<file path="config.mk">
export PLATFORM = sky130hd
export DESIGN_NAME = pif_flags
export DESIGN_NICKNAME = d
export VERILOG_FILES = /design/src/common/pif_pkg.sv /design/src/design/pif_sticky_bank.sv /design/src/design/pif_flags.sv
export SDC_FILE = /design/constraint.sdc
export NUM_CORES = 1
export LEC_CHECK = 0
export ABC_AREA = 1
export BUFFER_PORTS_ARGS = -buffer_cell sky130_fd_sc_hd__buf_2
export CORE_UTILIZATION = 45
export DETAILED_ROUTE_END_ITERATION = 7
export PLACE_DENSITY = 0.67
export SLEW_MARGIN = 20
export SYNTH_ARGS = -nofsm -noshare
export SYNTH_HDL_FRONTEND = slang
export SYNTH_HIERARCHICAL = 1
export SYNTH_SLANG_ARGS = --single-unit
</file>
<file path="constraint.sdc">
create_clock -name CLK -period 3.1 [get_ports CLK]
set_input_delay 0.62 -clock CLK [delete_from_list [all_inputs] [get_ports CLK]]
set_output_delay 0.62 -clock CLK [all_outputs]
set_load 0.01 [all_outputs]
</file>
<file path="src/common/pif_pkg.sv">
// constants shared by the peripheral interrupt flag bank
package pif_pkg;

  // register bus geometry
  localparam int unsigned PIF_ADDR_W = 4;
  localparam int unsigned PIF_DATA_W = 8;

  // register offsets
  localparam logic [PIF_ADDR_W-1:0] PIF_OFS_FLAGS_ONE   = 4'h0;
  localparam logic [PIF_ADDR_W-1:0] PIF_OFS_FLAGS_TWO   = 4'h1;
  localparam logic [PIF_ADDR_W-1:0] PIF_OFS_FLAGS_THREE = 4'h2;
  localparam logic [PIF_ADDR_W-1:0] PIF_OFS_IRQ_STATUS  = 4'h3;
  localparam logic [PIF_ADDR_W-1:0] PIF_OFS_IRQ_MASK    = 4'h4;

  // field positions in peripheral_flags_one
  localparam int unsigned PIF_ONE_CONV_DONE = 6;
  localparam int unsigned PIF_ONE_SERIAL_RX = 5;
  localparam int unsigned PIF_ONE_SERIAL_TX = 4;
  localparam int unsigned PIF_ONE_SYNC_SER  = 3;
  localparam int unsigned PIF_ONE_CAPCOMP   = 2;
  localparam int unsigned PIF_ONE_PERIOD    = 1;
  localparam int unsigned PIF_ONE_T1_OVF    = 0;

  // field positions in peripheral_flags_two
  localparam int unsigned PIF_TWO_OSC_FAIL  = 7;
  localparam int unsigned PIF_TWO_COMPARE   = 6;
  localparam int unsigned PIF_TWO_BUS_COLL  = 3;
  localparam int unsigned PIF_TWO_VOLT_DET  = 2;
  localparam int unsigned PIF_TWO_T3_OVF    = 1;
  localparam int unsigned PIF_TWO_CAPCOMP   = 0;

  // implemented and software-writable bits
  localparam logic [PIF_DATA_W-1:0] PIF_ONE_IMPL     = 8'h7F;
  localparam logic [PIF_DATA_W-1:0] PIF_ONE_WRITABLE = 8'h4F;
  localparam logic [PIF_DATA_W-1:0] PIF_TWO_IMPL     = 8'hCF;
  localparam logic [PIF_DATA_W-1:0] PIF_IRQ_IMPL     = 8'h03;

  // interrupt status bits: one summary event for each of flag registers one and two
  localparam int unsigned PIF_IRQ_ONE = 0;
  localparam int unsigned PIF_IRQ_TWO = 1;

  // reset values
  localparam logic [PIF_DATA_W-1:0] PIF_RESET_FLAGS = 8'h00;
  localparam logic [PIF_DATA_W-1:0] PIF_RESET_MASK  = 8'h00;

  // capture/compare unit operating modes
  typedef enum logic [1:0] {
    PIF_CC_CAPTURE = 2'h0,
    PIF_CC_COMPARE = 2'h1,
    PIF_CC_PWM     = 2'h2,
    PIF_CC_OFF     = 2'h3
  } pif_cc_mode_type;

endpackage

</file>
<file path="src/design/pif_sticky_bank.sv">
// bank of sticky flag bits where a set in the same cycle beats a clear
`timescale 1ns/100ps
module pif_sticky_bank #(
  parameter int unsigned           WIDTH = 8,
  parameter logic [WIDTH-1:0]      INIT  = '0
) (
  input  wire logic             clk,
  input  wire logic             reset,
  input  wire logic [WIDTH-1:0] set,
  input  wire logic [WIDTH-1:0] clr,
  output logic      [WIDTH-1:0] q
);

  // refuse a bank that holds no bits
  if (WIDTH < 1) begin : g_bad_width
    $error("pif_sticky_bank needs at least one bit");
  end

  // set wins so an event in the clearing cycle is never lost
  always_ff @(posedge clk) begin
    if (reset) begin
      q <= INIT;
    end else begin
      q <= set | (q & ~clr);
    end
  end

endmodule

</file>
<file path="src/design/pif_flags.sv">
// peripheral interrupt request flag bank with register port and summary interrupt
//
// Added by the designer: the address-and-strobe port and the placing of the registers.
`timescale 1ns/100ps
module pif_flags
  import pif_pkg::*;
(
  input  wire logic                  CLK,
  input  wire logic                  RESET,
  input  wire logic [PIF_ADDR_W-1:0] ADDR,
  input  wire logic [PIF_DATA_W-1:0] WR_DATA,
  input  wire logic                  WR_EN,
  input  wire logic                  RD_EN,
  output logic      [PIF_DATA_W-1:0] RD_DATA,
  input  wire logic                  CONV_DONE,
  input  wire logic                  RX_BUF_FULL,
  input  wire logic                  TX_BUF_EMPTY,
  input  wire logic                  SYNC_SER_DONE,
  input  wire logic                  CC_ONE_EVENT,
  input  wire logic [1:0]            CC_ONE_MODE,
  input  wire logic                  PERIOD_MATCH,
  input  wire logic                  TIMER_ONE_OVF,
  input  wire logic                  OSC_SWITCHED,
  input  wire logic                  COMPARATOR_CHANGE,
  input  wire logic                  BUS_COLLISION,
  input  wire logic                  VOLTAGE_LOW,
  input  wire logic                  TIMER_THREE_OVF,
  input  wire logic                  CC_TWO_EVENT,
  input  wire logic [1:0]            CC_TWO_MODE,
  output logic      [PIF_DATA_W-1:0] FLAGS_ONE,
  output logic      [PIF_DATA_W-1:0] FLAGS_TWO,
  output logic                       IRQ
);
  import pif_pkg::*;

  // refuse package constants that the fixed eight-bit layout cannot serve
  if (PIF_DATA_W != 8) begin : g_bad_data_w
    $error("pif_flags needs eight-bit flag registers");
  end

  // five registers need at least three address bits
  if (PIF_ADDR_W < 3) begin : g_bad_addr_w
    $error("pif_flags address too narrow for its register map");
  end

  // every field position must fall inside a register
  if (PIF_ONE_CONV_DONE >= PIF_DATA_W || PIF_TWO_OSC_FAIL >= PIF_DATA_W) begin : g_bad_field
    $error("pif_flags field position outside the register");
  end

  // the serial bits follow buffer state, so software must never write them
  if (PIF_ONE_WRITABLE[PIF_ONE_SERIAL_RX]
      || PIF_ONE_WRITABLE[PIF_ONE_SERIAL_TX]) begin : g_bad_ro
    $error("pif_flags serial bits marked writable");
  end

  // a writable bit that is not implemented would read back wrong
  if ((PIF_ONE_WRITABLE & ~PIF_ONE_IMPL) != 8'h00) begin : g_bad_wr_mask
    $error("pif_flags writable bit outside the implemented set");
  end

  // offsets must differ or the read mux would hide a register
  if (PIF_OFS_FLAGS_ONE == PIF_OFS_FLAGS_TWO
      || PIF_OFS_FLAGS_TWO == PIF_OFS_FLAGS_THREE
      || PIF_OFS_FLAGS_THREE == PIF_OFS_IRQ_STATUS
      || PIF_OFS_IRQ_STATUS == PIF_OFS_IRQ_MASK) begin : g_bad_offsets
    $error("pif_flags register offsets overlap");
  end

  // both summary bits must exist in status and mask
  if (!PIF_IRQ_IMPL[PIF_IRQ_ONE] || !PIF_IRQ_IMPL[PIF_IRQ_TWO]) begin : g_bad_irq
    $error("pif_flags summary bit not implemented");
  end

  // flags must start clear after reset
  if (PIF_RESET_FLAGS != 8'h00) begin : g_bad_reset
    $error("pif_flags reset value must clear every flag");
  end

  // strobe qualified by an address match, shared by every write decode
  function automatic logic reg_hit(
    input logic                  strobe,
    input logic [PIF_ADDR_W-1:0] addr,
    input logic [PIF_ADDR_W-1:0] ofs
  );
    return strobe && (addr == ofs);
  endfunction

  // any hardware set of a flag that is clear raises its summary event
  function automatic logic rise_any(
    input logic [PIF_DATA_W-1:0] set,
    input logic [PIF_DATA_W-1:0] held
  );
    return |(set & ~held);
  endfunction

  // a capture/compare event only counts in capture or compare mode
  function automatic logic cc_event_live(input logic ev, input logic [1:0] mode);
    logic live;
    live = 1'b0;
    case (pif_cc_mode_type'(mode))
      PIF_CC_CAPTURE: live = ev;
      PIF_CC_COMPARE: live = ev;
      PIF_CC_PWM:     live = 1'b0;
      default:        live = 1'b0;
    endcase
    return live;
  endfunction

  // clear vector for a software write: writable bits written as zero
  function automatic logic [PIF_DATA_W-1:0] sw_clear(
    input logic                  hit,
    input logic [PIF_DATA_W-1:0] data,
    input logic [PIF_DATA_W-1:0] writable
  );
    return hit ? (writable & ~data) : '0;
  endfunction

  // set vector for a software write: writable bits written as one
  function automatic logic [PIF_DATA_W-1:0] sw_set(
    input logic                  hit,
    input logic [PIF_DATA_W-1:0] data,
    input logic [PIF_DATA_W-1:0] writable
  );
    return hit ? (writable & data) : '0;
  endfunction

  logic                  wr_one;
  logic                  wr_two;
  logic                  wr_status;
  logic                  wr_mask;
  logic [PIF_DATA_W-1:0] hw_set_one;
  logic [PIF_DATA_W-1:0] hw_set_two;
  logic [PIF_DATA_W-1:0] set_one;
  logic [PIF_DATA_W-1:0] clr_one;
  logic [PIF_DATA_W-1:0] set_two;
  logic [PIF_DATA_W-1:0] clr_two;
  logic [PIF_DATA_W-1:0] sticky_one;
  logic [PIF_DATA_W-1:0] sticky_two;
  logic                  serial_rx;
  logic                  serial_tx;
  logic                  serial_tx_prev;
  logic [PIF_DATA_W-1:0] irq_set;
  logic [PIF_DATA_W-1:0] irq_clr;
  logic [PIF_DATA_W-1:0] irq_status;
  logic [PIF_DATA_W-1:0] irq_mask;
  logic [PIF_DATA_W-1:0] view_one;
  logic [PIF_DATA_W-1:0] view_two;
  logic [PIF_DATA_W-1:0] next_rd_data;

  // write decode; unmapped writes fall through and change nothing
  assign wr_one    = reg_hit(WR_EN, ADDR, PIF_OFS_FLAGS_ONE);
  assign wr_two    = reg_hit(WR_EN, ADDR, PIF_OFS_FLAGS_TWO);
  assign wr_status = reg_hit(WR_EN, ADDR, PIF_OFS_IRQ_STATUS);
  assign wr_mask   = reg_hit(WR_EN, ADDR, PIF_OFS_IRQ_MASK);

  // hardware events of the first register; no enable term gates them
  always_comb begin
    hw_set_one                    = '0;
    hw_set_one[PIF_ONE_CONV_DONE] = CONV_DONE;
    hw_set_one[PIF_ONE_SYNC_SER]  = SYNC_SER_DONE;
    hw_set_one[PIF_ONE_CAPCOMP]   = cc_event_live(CC_ONE_EVENT,
                                                  CC_ONE_MODE);
    hw_set_one[PIF_ONE_PERIOD]    = PERIOD_MATCH;
    hw_set_one[PIF_ONE_T1_OVF]    = TIMER_ONE_OVF;
  end

  // hardware events of the second register
  always_comb begin
    hw_set_two                    = '0;
    hw_set_two[PIF_TWO_OSC_FAIL]  = OSC_SWITCHED;
    hw_set_two[PIF_TWO_COMPARE]   = COMPARATOR_CHANGE;
    hw_set_two[PIF_TWO_BUS_COLL]  = BUS_COLLISION;
    hw_set_two[PIF_TWO_VOLT_DET]  = VOLTAGE_LOW;
    hw_set_two[PIF_TWO_T3_OVF]    = TIMER_THREE_OVF;
    hw_set_two[PIF_TWO_CAPCOMP]   = cc_event_live(CC_TWO_EVENT, CC_TWO_MODE);
  end

  // software may set or clear writable bits; hardware set still wins
  assign set_one = hw_set_one | sw_set(wr_one, WR_DATA, PIF_ONE_WRITABLE);
  assign clr_one = sw_clear(wr_one, WR_DATA, PIF_ONE_WRITABLE);
  assign set_two = hw_set_two | sw_set(wr_two, WR_DATA, PIF_TWO_IMPL);
  assign clr_two = sw_clear(wr_two, WR_DATA, PIF_TWO_IMPL);

  // sticky part of the first flag register
  pif_sticky_bank #(
    .WIDTH (PIF_DATA_W),
    .INIT  (PIF_RESET_FLAGS)
  ) u_bank_one (
    .clk   (CLK),
    .reset (RESET),
    .set   (set_one & PIF_ONE_WRITABLE),
    .clr   (clr_one),
    .q     (sticky_one)
  );

  // sticky second flag register
  pif_sticky_bank #(
    .WIDTH (PIF_DATA_W),
    .INIT  (PIF_RESET_FLAGS)
  ) u_bank_two (
    .clk   (CLK),
    .reset (RESET),
    .set   (set_two & PIF_TWO_IMPL),
    .clr   (clr_two),
    .q     (sticky_two)
  );

  // receive flag mirrors the buffer level, so register writes cannot touch it
  always_ff @(posedge CLK) begin
    if (RESET) begin
      serial_rx <= 1'b0;
    end else begin
      serial_rx <= RX_BUF_FULL;
    end
  end

  // transmit flag mirrors the empty level and drops once the buffer is written
  always_ff @(posedge CLK) begin
    if (RESET) begin
      serial_tx <= 1'b0;
    end else begin
      serial_tx <= TX_BUF_EMPTY;
    end
  end

  // delayed copy of the transmit view, for spotting its rising edge
  always_ff @(posedge CLK) begin
    if (RESET) begin
      serial_tx_prev <= 1'b0;
    end else begin
      serial_tx_prev <= serial_tx;
    end
  end

  // register views with unimplemented bits forced low
  always_comb begin
    view_one                    = sticky_one & PIF_ONE_IMPL;
    view_one[PIF_ONE_SERIAL_RX] = serial_rx;
    view_one[PIF_ONE_SERIAL_TX] = serial_tx;
    view_two                    = sticky_two & PIF_TWO_IMPL;
  end

  // summary events: any flag of a register set by hardware while it was clear
  always_comb begin
    irq_set              = '0;
    irq_set[PIF_IRQ_ONE] = rise_any(hw_set_one, sticky_one)
                         | (RX_BUF_FULL & ~serial_rx)
                         | (serial_tx & ~serial_tx_prev);
    irq_set[PIF_IRQ_TWO] = rise_any(hw_set_two, sticky_two);
    irq_clr              = wr_status ? (WR_DATA & PIF_IRQ_IMPL) : '0;
  end

  // write-one-to-clear interrupt status
  pif_sticky_bank #(
    .WIDTH (PIF_DATA_W),
    .INIT  (PIF_RESET_FLAGS)
  ) u_irq_status (
    .clk   (CLK),
    .reset (RESET),
    .set   (irq_set & PIF_IRQ_IMPL),
    .clr   (irq_clr),
    .q     (irq_status)
  );

  // interrupt mask, same layout as the status
  always_ff @(posedge CLK) begin
    if (RESET) begin
      irq_mask <= PIF_RESET_MASK;
    end else if (wr_mask) begin
      irq_mask <= WR_DATA & PIF_IRQ_IMPL;
    end
  end

  // level interrupt, one cycle behind the status so the pin is a flop
  always_ff @(posedge CLK) begin
    if (RESET) begin
      IRQ <= 1'b0;
    end else begin
      IRQ <= |(irq_status & irq_mask);
    end
  end

  // read mux; the third register holds no bits in this bank yet
  always_comb begin
    next_rd_data = '0;
    case (ADDR)
      PIF_OFS_FLAGS_ONE:   next_rd_data = view_one;
      PIF_OFS_FLAGS_TWO:   next_rd_data = view_two;
      PIF_OFS_FLAGS_THREE: next_rd_data = '0;
      PIF_OFS_IRQ_STATUS:  next_rd_data = irq_status;
      PIF_OFS_IRQ_MASK:    next_rd_data = irq_mask;
      default:             next_rd_data = '0;
    endcase
  end

  // read data stand only in the cycle after the strobe
  always_ff @(posedge CLK) begin
    if (RESET) begin
      RD_DATA <= '0;
    end else if (RD_EN) begin
      RD_DATA <= next_rd_data;
    end else begin
      RD_DATA <= '0;
    end
  end

  // first flag copy for the enable and vectoring logic outside
  always_ff @(posedge CLK) begin
    if (RESET) begin
      FLAGS_ONE <= PIF_RESET_FLAGS;
    end else begin
      FLAGS_ONE <= view_one;
    end
  end

  // second flag copy; a flop costs a cycle but keeps the pins glitch free
  always_ff @(posedge CLK) begin
    if (RESET) begin
      FLAGS_TWO <= PIF_RESET_FLAGS;
    end else begin
      FLAGS_TWO <= view_two;
    end
  end

endmodule

</file>
# --- Word level (Yosys, flattened, before mapping) ---
# Index checks and enable logic that the tools add are counted.
totals:
  output_inout_bits: 25
  elab_cells: 63
  reg_bits: 54
  input_bits: 33
classes:
  muxes: 8
  reduce_logical: 13
  bitwise: 24
  n_eq_ne: 5
op_table:
  columns: ["op", "n"]
  rows:
  - ["$and A8 B8 Y8", 4]
  - ["$not A8 Y8", 4]
  - ["$pmux W8 S4", 1]
  - ["$reduce_or A8 Y1", 3]
  - ["$mux W8", 2]
  - ["$or A8 B8 Y8", 2]
  - ["$mux W7", 2]
  - ["$and A7 B8 Y8", 1]
  - ["$and A8 B2 Y8", 1]
  - ["$not A2 Y8", 1]
  - ["$not A7 Y8", 1]
  - ["$or A2 B8 Y8", 1]
  - ["$or A7 B8 Y8", 1]
  - ["$or A7 B7 Y7", 1]
  - ["$reduce_or A2 Y1", 3]
  - ["$eq A2 B1 Y1 const B", 2]
  - ["$eq A4 B1 Y1 const B", 1]
  - ["$eq A4 B2 Y1 const B", 1]
  - ["$eq A4 B3 Y1 const B", 1]
  - ["$logic_and A1 B1 Y1", 4]
  - ["$logic_not A2 Y1", 2]
  - ["$logic_not A4 Y1", 1]
  - ["$not A1 Y1", 3]
  - ["$and A1 B1 Y1", 2]
  - ["3 further kinds", 5]

# --- Depth between registers and ports, before layout ---
# Gate-level depths: netlist of run 1.
logic_depth:
  word_depth: 8
  mapped_depth: 8

# --- Modules after synthesis ---
# The synthesis of run 1 kept the hierarchy.
by_module_without_submodules:
  columns: ["module", "instances", "area_per_inst_um2", "cells_each"]
  rows:
  - ["pif_flags", 1, 1298.7, 191]
  - ["pif_sticky_bank", 3, 331.6, 41]

# --- Worst setup path before layout of run 1 ---
# Ideal clock, no wire load.
synth_path:
  path_type: "input to register"
  startpoint: "in ADDR[3]"
  endpoint: "reg u_bank_one.q[0]"
  setup_ns: 0.114
  path_slack_ns: 1.660
  required_ns: 2.986
  t_arrival_ns: 1.326
  stages: 8
  path_cell_list: "nor2_4 -> inv_2 -> nor2_4 -> nand2_4 -> nor2_1 -> inv_1 -> nand2_1 -> a21oi_2"
synth_via:
  elab_chain_len: 6
  elab_cells_between_ends: 8
  classes_between: "2 x mux; 4 x bitwise; 2 x reduce/logical"
synth_rtl:
  columns: ["element", "line", "text"]
  rows:
  - ["from (decl)", "pif_flags.sv:10", "input wire logic [PIF_ADDR_W-1:0] ADDR,"]
  - ["$logic_not A4 Y1", "pif_flags.sv:86", "return strobe && (addr == ofs);"]
  - ["$logic_and A1 B1 Y1", "pif_flags.sv:86", null]
  - ["$mux W7", "pif_flags.sv:116", "return hit ? (writable & ~data) : '0;"]
  - ["via clr_one[0]", "pif_flags.sv:135", "logic [PIF_DATA_W-1:0] clr_one;"]
  - ["$not A7 Y8", "pif_sticky_bank.sv:24", "q <= set | (q & ~clr);"]
  - ["$and A8 B8 Y8", "pif_sticky_bank.sv:24", null]
  - ["$or A7 B8 Y8", "pif_sticky_bank.sv:24", null]
  - ["to (signal assigned)", "pif_sticky_bank.sv:24", null]
  - ["to (decl)", "pif_sticky_bank.sv:11", "output logic [WIDTH-1:0] q"]
# The timed path passes the listed nets, and every way through them passes these cells.
# A chain may end at the register's enable or synchronous reset.

# --- Worst setup path in the final report of run 1 ---
layout_path:
  startpoint: "in ADDR[3]"
  endpoint: "reg u_bank_two.q[3]"
layout_via:
  elab_cells_between_ends: 8
  classes_between: "1 x eq/ne; 2 x mux; 4 x bitwise; 1 x reduce/logical"
layout_lines:
  columns: ["element", "line", "text"]
  rows:
  - ["$eq A4 B1 Y1", "pif_flags.sv:86", null]
  - ["$logic_and A1 B1 Y1", "pif_flags.sv:86", null]
  - ["$mux W8", "pif_flags.sv:125", "return hit ? (writable & data) : '0;"]
  - ["$or A8 B8 Y8", "pif_flags.sv:182", "assign set_two = hw_set_two | sw_set(wr_two, WR_DATA, PIF_TWO_IMPL);"]
  - ["via set_two[3]", "pif_flags.sv:136", "logic [PIF_DATA_W-1:0] set_two;"]
  - ["$or A8 B8 Y8", "pif_sticky_bank.sv:24", null]
  - ["to (signal assigned)", "pif_sticky_bank.sv:24", null]
  - ["to (decl)", "pif_sticky_bank.sv:11", null]
# The timed path passes the listed nets, and every way through them passes these cells.

==> results.json, run 1 <==
{
  "power_density_nw_per_um2": 494,
  "fp.dieW_um": 70.2,
  "path_class": "input pin to flop",
  "hold_viol": 0,
  "layout-drive-gt1-share_pct": 25.6,
  "core-area_um2": 4410,
  "power_leakage_nw": 1.28,
  "avgSynthCellArea_um2": 7.24,
  "fin_crit_sh_pct": 56.9,
  "fin_skew_ps": 8.77,
  "final_util_pct": 56.8,
  "p_sw_mw": 0.314,
  "gp_congestion": 0.780,
  "grt_max_degree": 22,
  "ctsResizeCount": 0,
  "ctsHoldBuffers": 0,
  "switching_share_pct": 25.3,
  "dp_cells": 395,
  "fillCellCount": 441,
  "antennaDiodeCount": 0,
  "period_minus_slack_ps": 1760,
  "worst_pin_slew_ps": 501,
  "cts.sink_count": 45,
  "dr_total_vias": 1794,
  "setup_viol": 0,
  "slew_headroom_pct": 66.6,
  "drc": 0,
  "fin_setup_tns_ps": 0,
  "htree_levels": 2,
  "hold_depth": 2,
  "grt_first_pass_wirelength_um": 7140,
  "critPathSlowestCell": "nand3_1",
  "syn_to_final_growth_pct": 19.7,
  "die_height_um": 70.2,
  "slew_viol_final": 0,
  "synth-warning-count": 6,
  "seq_power_share_pct": 50.5,
  "port_buffers": 50,
  "track_usage_pct": 18.6,
  "start_util_pct": 47.4,
  "cts_tree": "built",
  "cts.root.buffer_cell": "clkbuf_8",
  "fin_ws_ps": 1340,
  "multi_input_area_um2": 873,
  "r2r.worst_path.cells": 7,
  "status": "completed",
  "slowest_delay_ps": 420,
  "critPathTopFamily": "simple AND/OR/NAND/NOR gates",
  "antenna_left": 0,
  "cp_cell_sequence": "buf_2, nor2_4, nand3_1, o21ai_0, inv_1, a21oi_2",
  "antenna_found_initial": 0,
  "cap_violations": 0,
  "ir_drop_v": 0.000304,
  "cp-end-kind": "flop",
  "crit_buf_inv": 2,
  "drtPass1Iterations": 4,
  "cts_made_buffers": 5,
  "boundaryPins": 58,
  "netlist_area_um2": 2090,
  "p_comb_share_pct": 11.6,
  "die-area_um2": 4930,
  "startpoint_type": "input pin",
  "hold_slack_ps": 462,
  "max_freq_ghz": 0.567,
  "path_clk_slew_ps": 90,
  "synth_cells": 289,
  "required_ps": 3350,
  "viasPerCell": 4.45,
  "num_rows": 24,
  "final_nets": 383,
  "clkPwrFrac_pct": 37.9,
  "clock_latency_ps": 300,
  "rsz0062_at_grt": "no",
  "routed_wl_um": 4200,
  "intPower_mw": 0.924,
  "cp_max_fo": 18,
  "wl_per_cell_um": 10.4,
  "dp_slack_ps": 1050,
  "grt_overflow": 0,
  "crit_cells": 6,
  "grt_pass1_vias": 1649,
  "regArea_um2": 901,
  "hold_class": "flop to flop",
  "postCtsSetupBuffers": 0,
  "instances_no_fill": 403,
  "drt-initial-drc-count": 89,
  "clock_path_buffers": 2,
  "critical_path_arrival_ps": 2010,
  "hpwl_um": 3130
}
==> layer usage <==
| metal | global-route usage [%] | part of all wire [%] |
|---|---|---|
| met1 | 23.4 | 47 |
| met2 | 30.2 | 47 |
| met3 | 3.17 | 4.2 |
| met4 | 10.2 | 1.6 |
| met5 | 0 | 0 |
==> flip-flops by register name, indices dropped and copies added, names as in the netlist <==
register        cells
serial_tx           1
FLAGS_ONE           7
u_bank_one/q        5
serial_rx           1
irq_mask            2
u_irq_status/q      8
FLAGS_TWO           6
u_bank_two/q        6
RD_DATA             8
IRQ                 1
==> metrics by stage <==
stage | power [mW] | area [µm²]
final | 1.24 | 2510
after global routing | 1.30 | 2510
after detailed placement | 0.781 | 2390
after global placement | 0.780 | 2390
after CTS | 1.25 | 2510
after floorplan | 0.734 | 2150
==> worst paths after layout <==
kind              startpoint                end  slack [ps]
min                serial_tx       FLAGS_ONE[4]         460
max reg2reg  u_bank_one/q[1]  u_irq_status/q[0]        2050
max                  ADDR[3]    u_bank_two/q[3]        1340
min reg2reg        serial_tx       FLAGS_ONE[4]         460
==> final cells by class <==
cell class / count / area share, %
Timing Repair Buffer: 52 / 10.6
Clock inverter: 2 / 1.50
Inverter: 75 / 11.2
Clock buffer: 6 / 3.30
Sequential cell: 45 / 35.9
Tap cell: 52 / 2.60
Multi-Input combinational cell: 171 / 34.8
==> worst min-delay path, cell delays in order (launching register included) <==
cell and delay, ps:
dfxtp_1 330, inv_1 60, nor2_1 40
==> power groups by stage <==
stage,logic (mW),registers (mW),clock network (mW)
after detailed placement,0.143,0.639,0
after global routing,0.161,0.629,0.509
after CTS,0.144,0.625,0.482
after floorplan,0.0969,0.638,0
final,0.143,0.625,0.470
after global placement,0.141,0.639,0
==> placed cells by master (no fill, tap or decap) <==
cell and n:
nand4_1 3, a21oi_1 6, a21oi_2 19, bufinv_16 1, nor3_1 2, inv_1 74
inv_2 1, nor2_1 34, o21ai_0 6, nand3_1 25, nor2_4 3, dfxtp_1 45
nor2_2 1, o21ai_2 1, buf_2 50, o21bai_2 4, clkinvlp_4 1, buf_4 2
nand2_1 47, conb_1 15, clkbuf_8 6, o21bai_1 3, nand2_4 1, o21ai_1 1
Power figures use the tool's default switching activity.
==> run 2: changes to the inputs <==
Clock period 3.1 ns to 1.8 ns, I/O delays scaled along.
==> results.json, run 2 (synthesis gave the netlist of run 1 again) <==
{
  "grt_first_pass_wirelength_um": 7380,
  "hold_slack_ps": 259,
  "max_freq_ghz": 0.898,
  "clock_path_buffers": 2,
  "clkPwrFrac_pct": 35.8,
  "die_height_um": 70.2,
  "path_clk_slew_ps": 80,
  "startpoint": "FLAGS_ONE[4]",
  "port_buffers": 50,
  "startpoint_type": "flop",
  "cts_made_buffers": 5,
  "intPower_mw": 1.55,
  "dr_total_vias": 1791,
  "r2r_setup_slack_ps": 760,
  "fin_ws_ps": 687,
  "boundaryPins": 58,
  "hp-start": "TX_BUF_EMPTY",
  "r2r-start": "u_bank_one/q[1]",
  "fin_crit_sh_pct": 61.9,
  "p_comb_share_pct": 12.1,
  "antenna_left": 0,
  "regArea_um2": 901,
  "core-area_um2": 4410,
  "fp.dieW_um": 70.2,
  "cap_violations": 0,
  "hpwl_um": 3220,
  "drc": 0,
  "critPathSlowestCell": "dfxtp_1",
  "num_rows": 24,
  "multi_input_area_um2": 873,
  "dp_cells": 398,
  "wl_per_cell_um": 10.4,
  "drt-initial-drc-count": 36,
  "slew_viol_final": 0,
  "fillCellCount": 455,
  "postCtsSetupBuffers": 0,
  "viasPerCell": 4.42,
  "clock_latency_ps": 300,
  "grt_pass1_vias": 1725,
  "timing.rr.end": "u_irq_status/q[0]",
  "routed_wl_um": 4230,
  "antennaDiodeCount": 0,
  "hold_class": "input pin to flop",
  "hold_viol": 0,
  "largestRegisters": "RD_DATA: 8 flops, u_irq_status/q: 8 flops, FLAGS_ONE: 7 flops",
  "grt_max_degree": 17,
  "fin_area_um2": 2510,
  "cts.root.buffer_cell": "clkbuf_8",
  "path_class": "flop to primary output",
  "track_usage_pct": 19.0,
  "drtPass1Iterations": 5,
  "status": "completed",
  "gp_congestion": 0.797,
  "antenna_found_initial": 0,
  "critPathTopFamily": "flip-flops",
  "cts_tree": "built",
  "cp_max_fo": 2,
  "crit_cells": 1,
  "setup_viol": 0,
  "start_util_pct": 47.4,
  "power_leakage_nw": 1.29,
  "hold_depth": 3,
  "grt_overflow": 0,
  "min_to": "serial_tx",
  "ir_drop_v": 0.000374,
  "finalPower_mw": 2.07,
  "crit_buf_inv": 1,
  "die-area_um2": 4930,
  "final_cell_mix": "74 x inv_1, 50 x buf_2, 47 x nand2_1",
  "p_sw_mw": 0.520,
  "ctsHoldBuffers": 0,
  "layout-drive-gt1-share_pct": 26.1,
  "r2r.worst_path.cells": 7,
  "cts.sink_count": 45,
  "power_density_nw_per_um2": 823,
  "cp-end-kind": "primary output",
  "slowest_delay_ps": 330,
  "seq_power_share_pct": 52.1,
  "fin_skew_ps": 4.94,
  "ctsResizeCount": 0,
  "syn_to_final_growth_pct": 20.0,
  "instances_no_fill": 405,
  "place_area_um2": 2410,
  "final_nets": 386,
  "period_minus_slack_ps": 1110,
  "rsz0062_at_grt": "no",
  "final_util_pct": 56.9,
  "cp_cell_sequence": "buf_2",
  "fin_setup_tns_ps": 0,
  "switching_share_pct": 25.1,
  "critical_path_arrival_ps": 750,
  "required_ps": 1440,
  "final_common_cell": "inv_1",
  "htree_levels": 2,
  "dp_slack_ps": 407
}
[run 2: cell types whose count changed in the layout (fill, tap and decap cells not counted)]
cell and change:
clkinvlp_4 -1, clkinv_2 +1, buf_4 +3, clkbuf_8 -1
[run 2: power groups by stage]
stage                     logic [mW]  clock network, mW  registers, mW
after detailed placement       0.250                  0           1.10
after global routing           0.285              0.787           1.08
after floorplan                0.167                  0           1.10
final                          0.250              0.740           1.08
after global placement         0.246                  0           1.10
after CTS                      0.251              0.757           1.08
[run 2: how the worst max path moves through the flow]
| stage | end | slack [ps] |
|---|---|---|
| global placement | u_irq_status/q[1] | 430 |
| CTS | FLAGS_ONE[4] | 670 |
| global route | u_irq_status/q[0] | 590 |
| finish | FLAGS_ONE[4] | 690 |
| floorplan | u_bank_one/q[0] | 620 |
| detailed placement | u_irq_status/q[0] | 410 |
[run 2: cell type report]
class | instances | area share (%)
clock buffer | 5 | 2.74
clock inverter | 2 | 1.39
inverter | 75 | 11.2
multi-input combinational | 171 | 34.8
sequential | 45 | 35.9
tap | 52 | 2.59
timing repair buffer | 55 | 11.5
[run 2: routing by layer]
layer | global-route usage, % | routed length, µm | vias up
li1 | - | - | 968
met1 | 23.4 | 1990 | 765
met2 | 31.5 | 1970 | 50
met3 | 4.62 | 194 | 8
met4 | 7.78 | 78 | 0
met5 | 0 | 0 | -
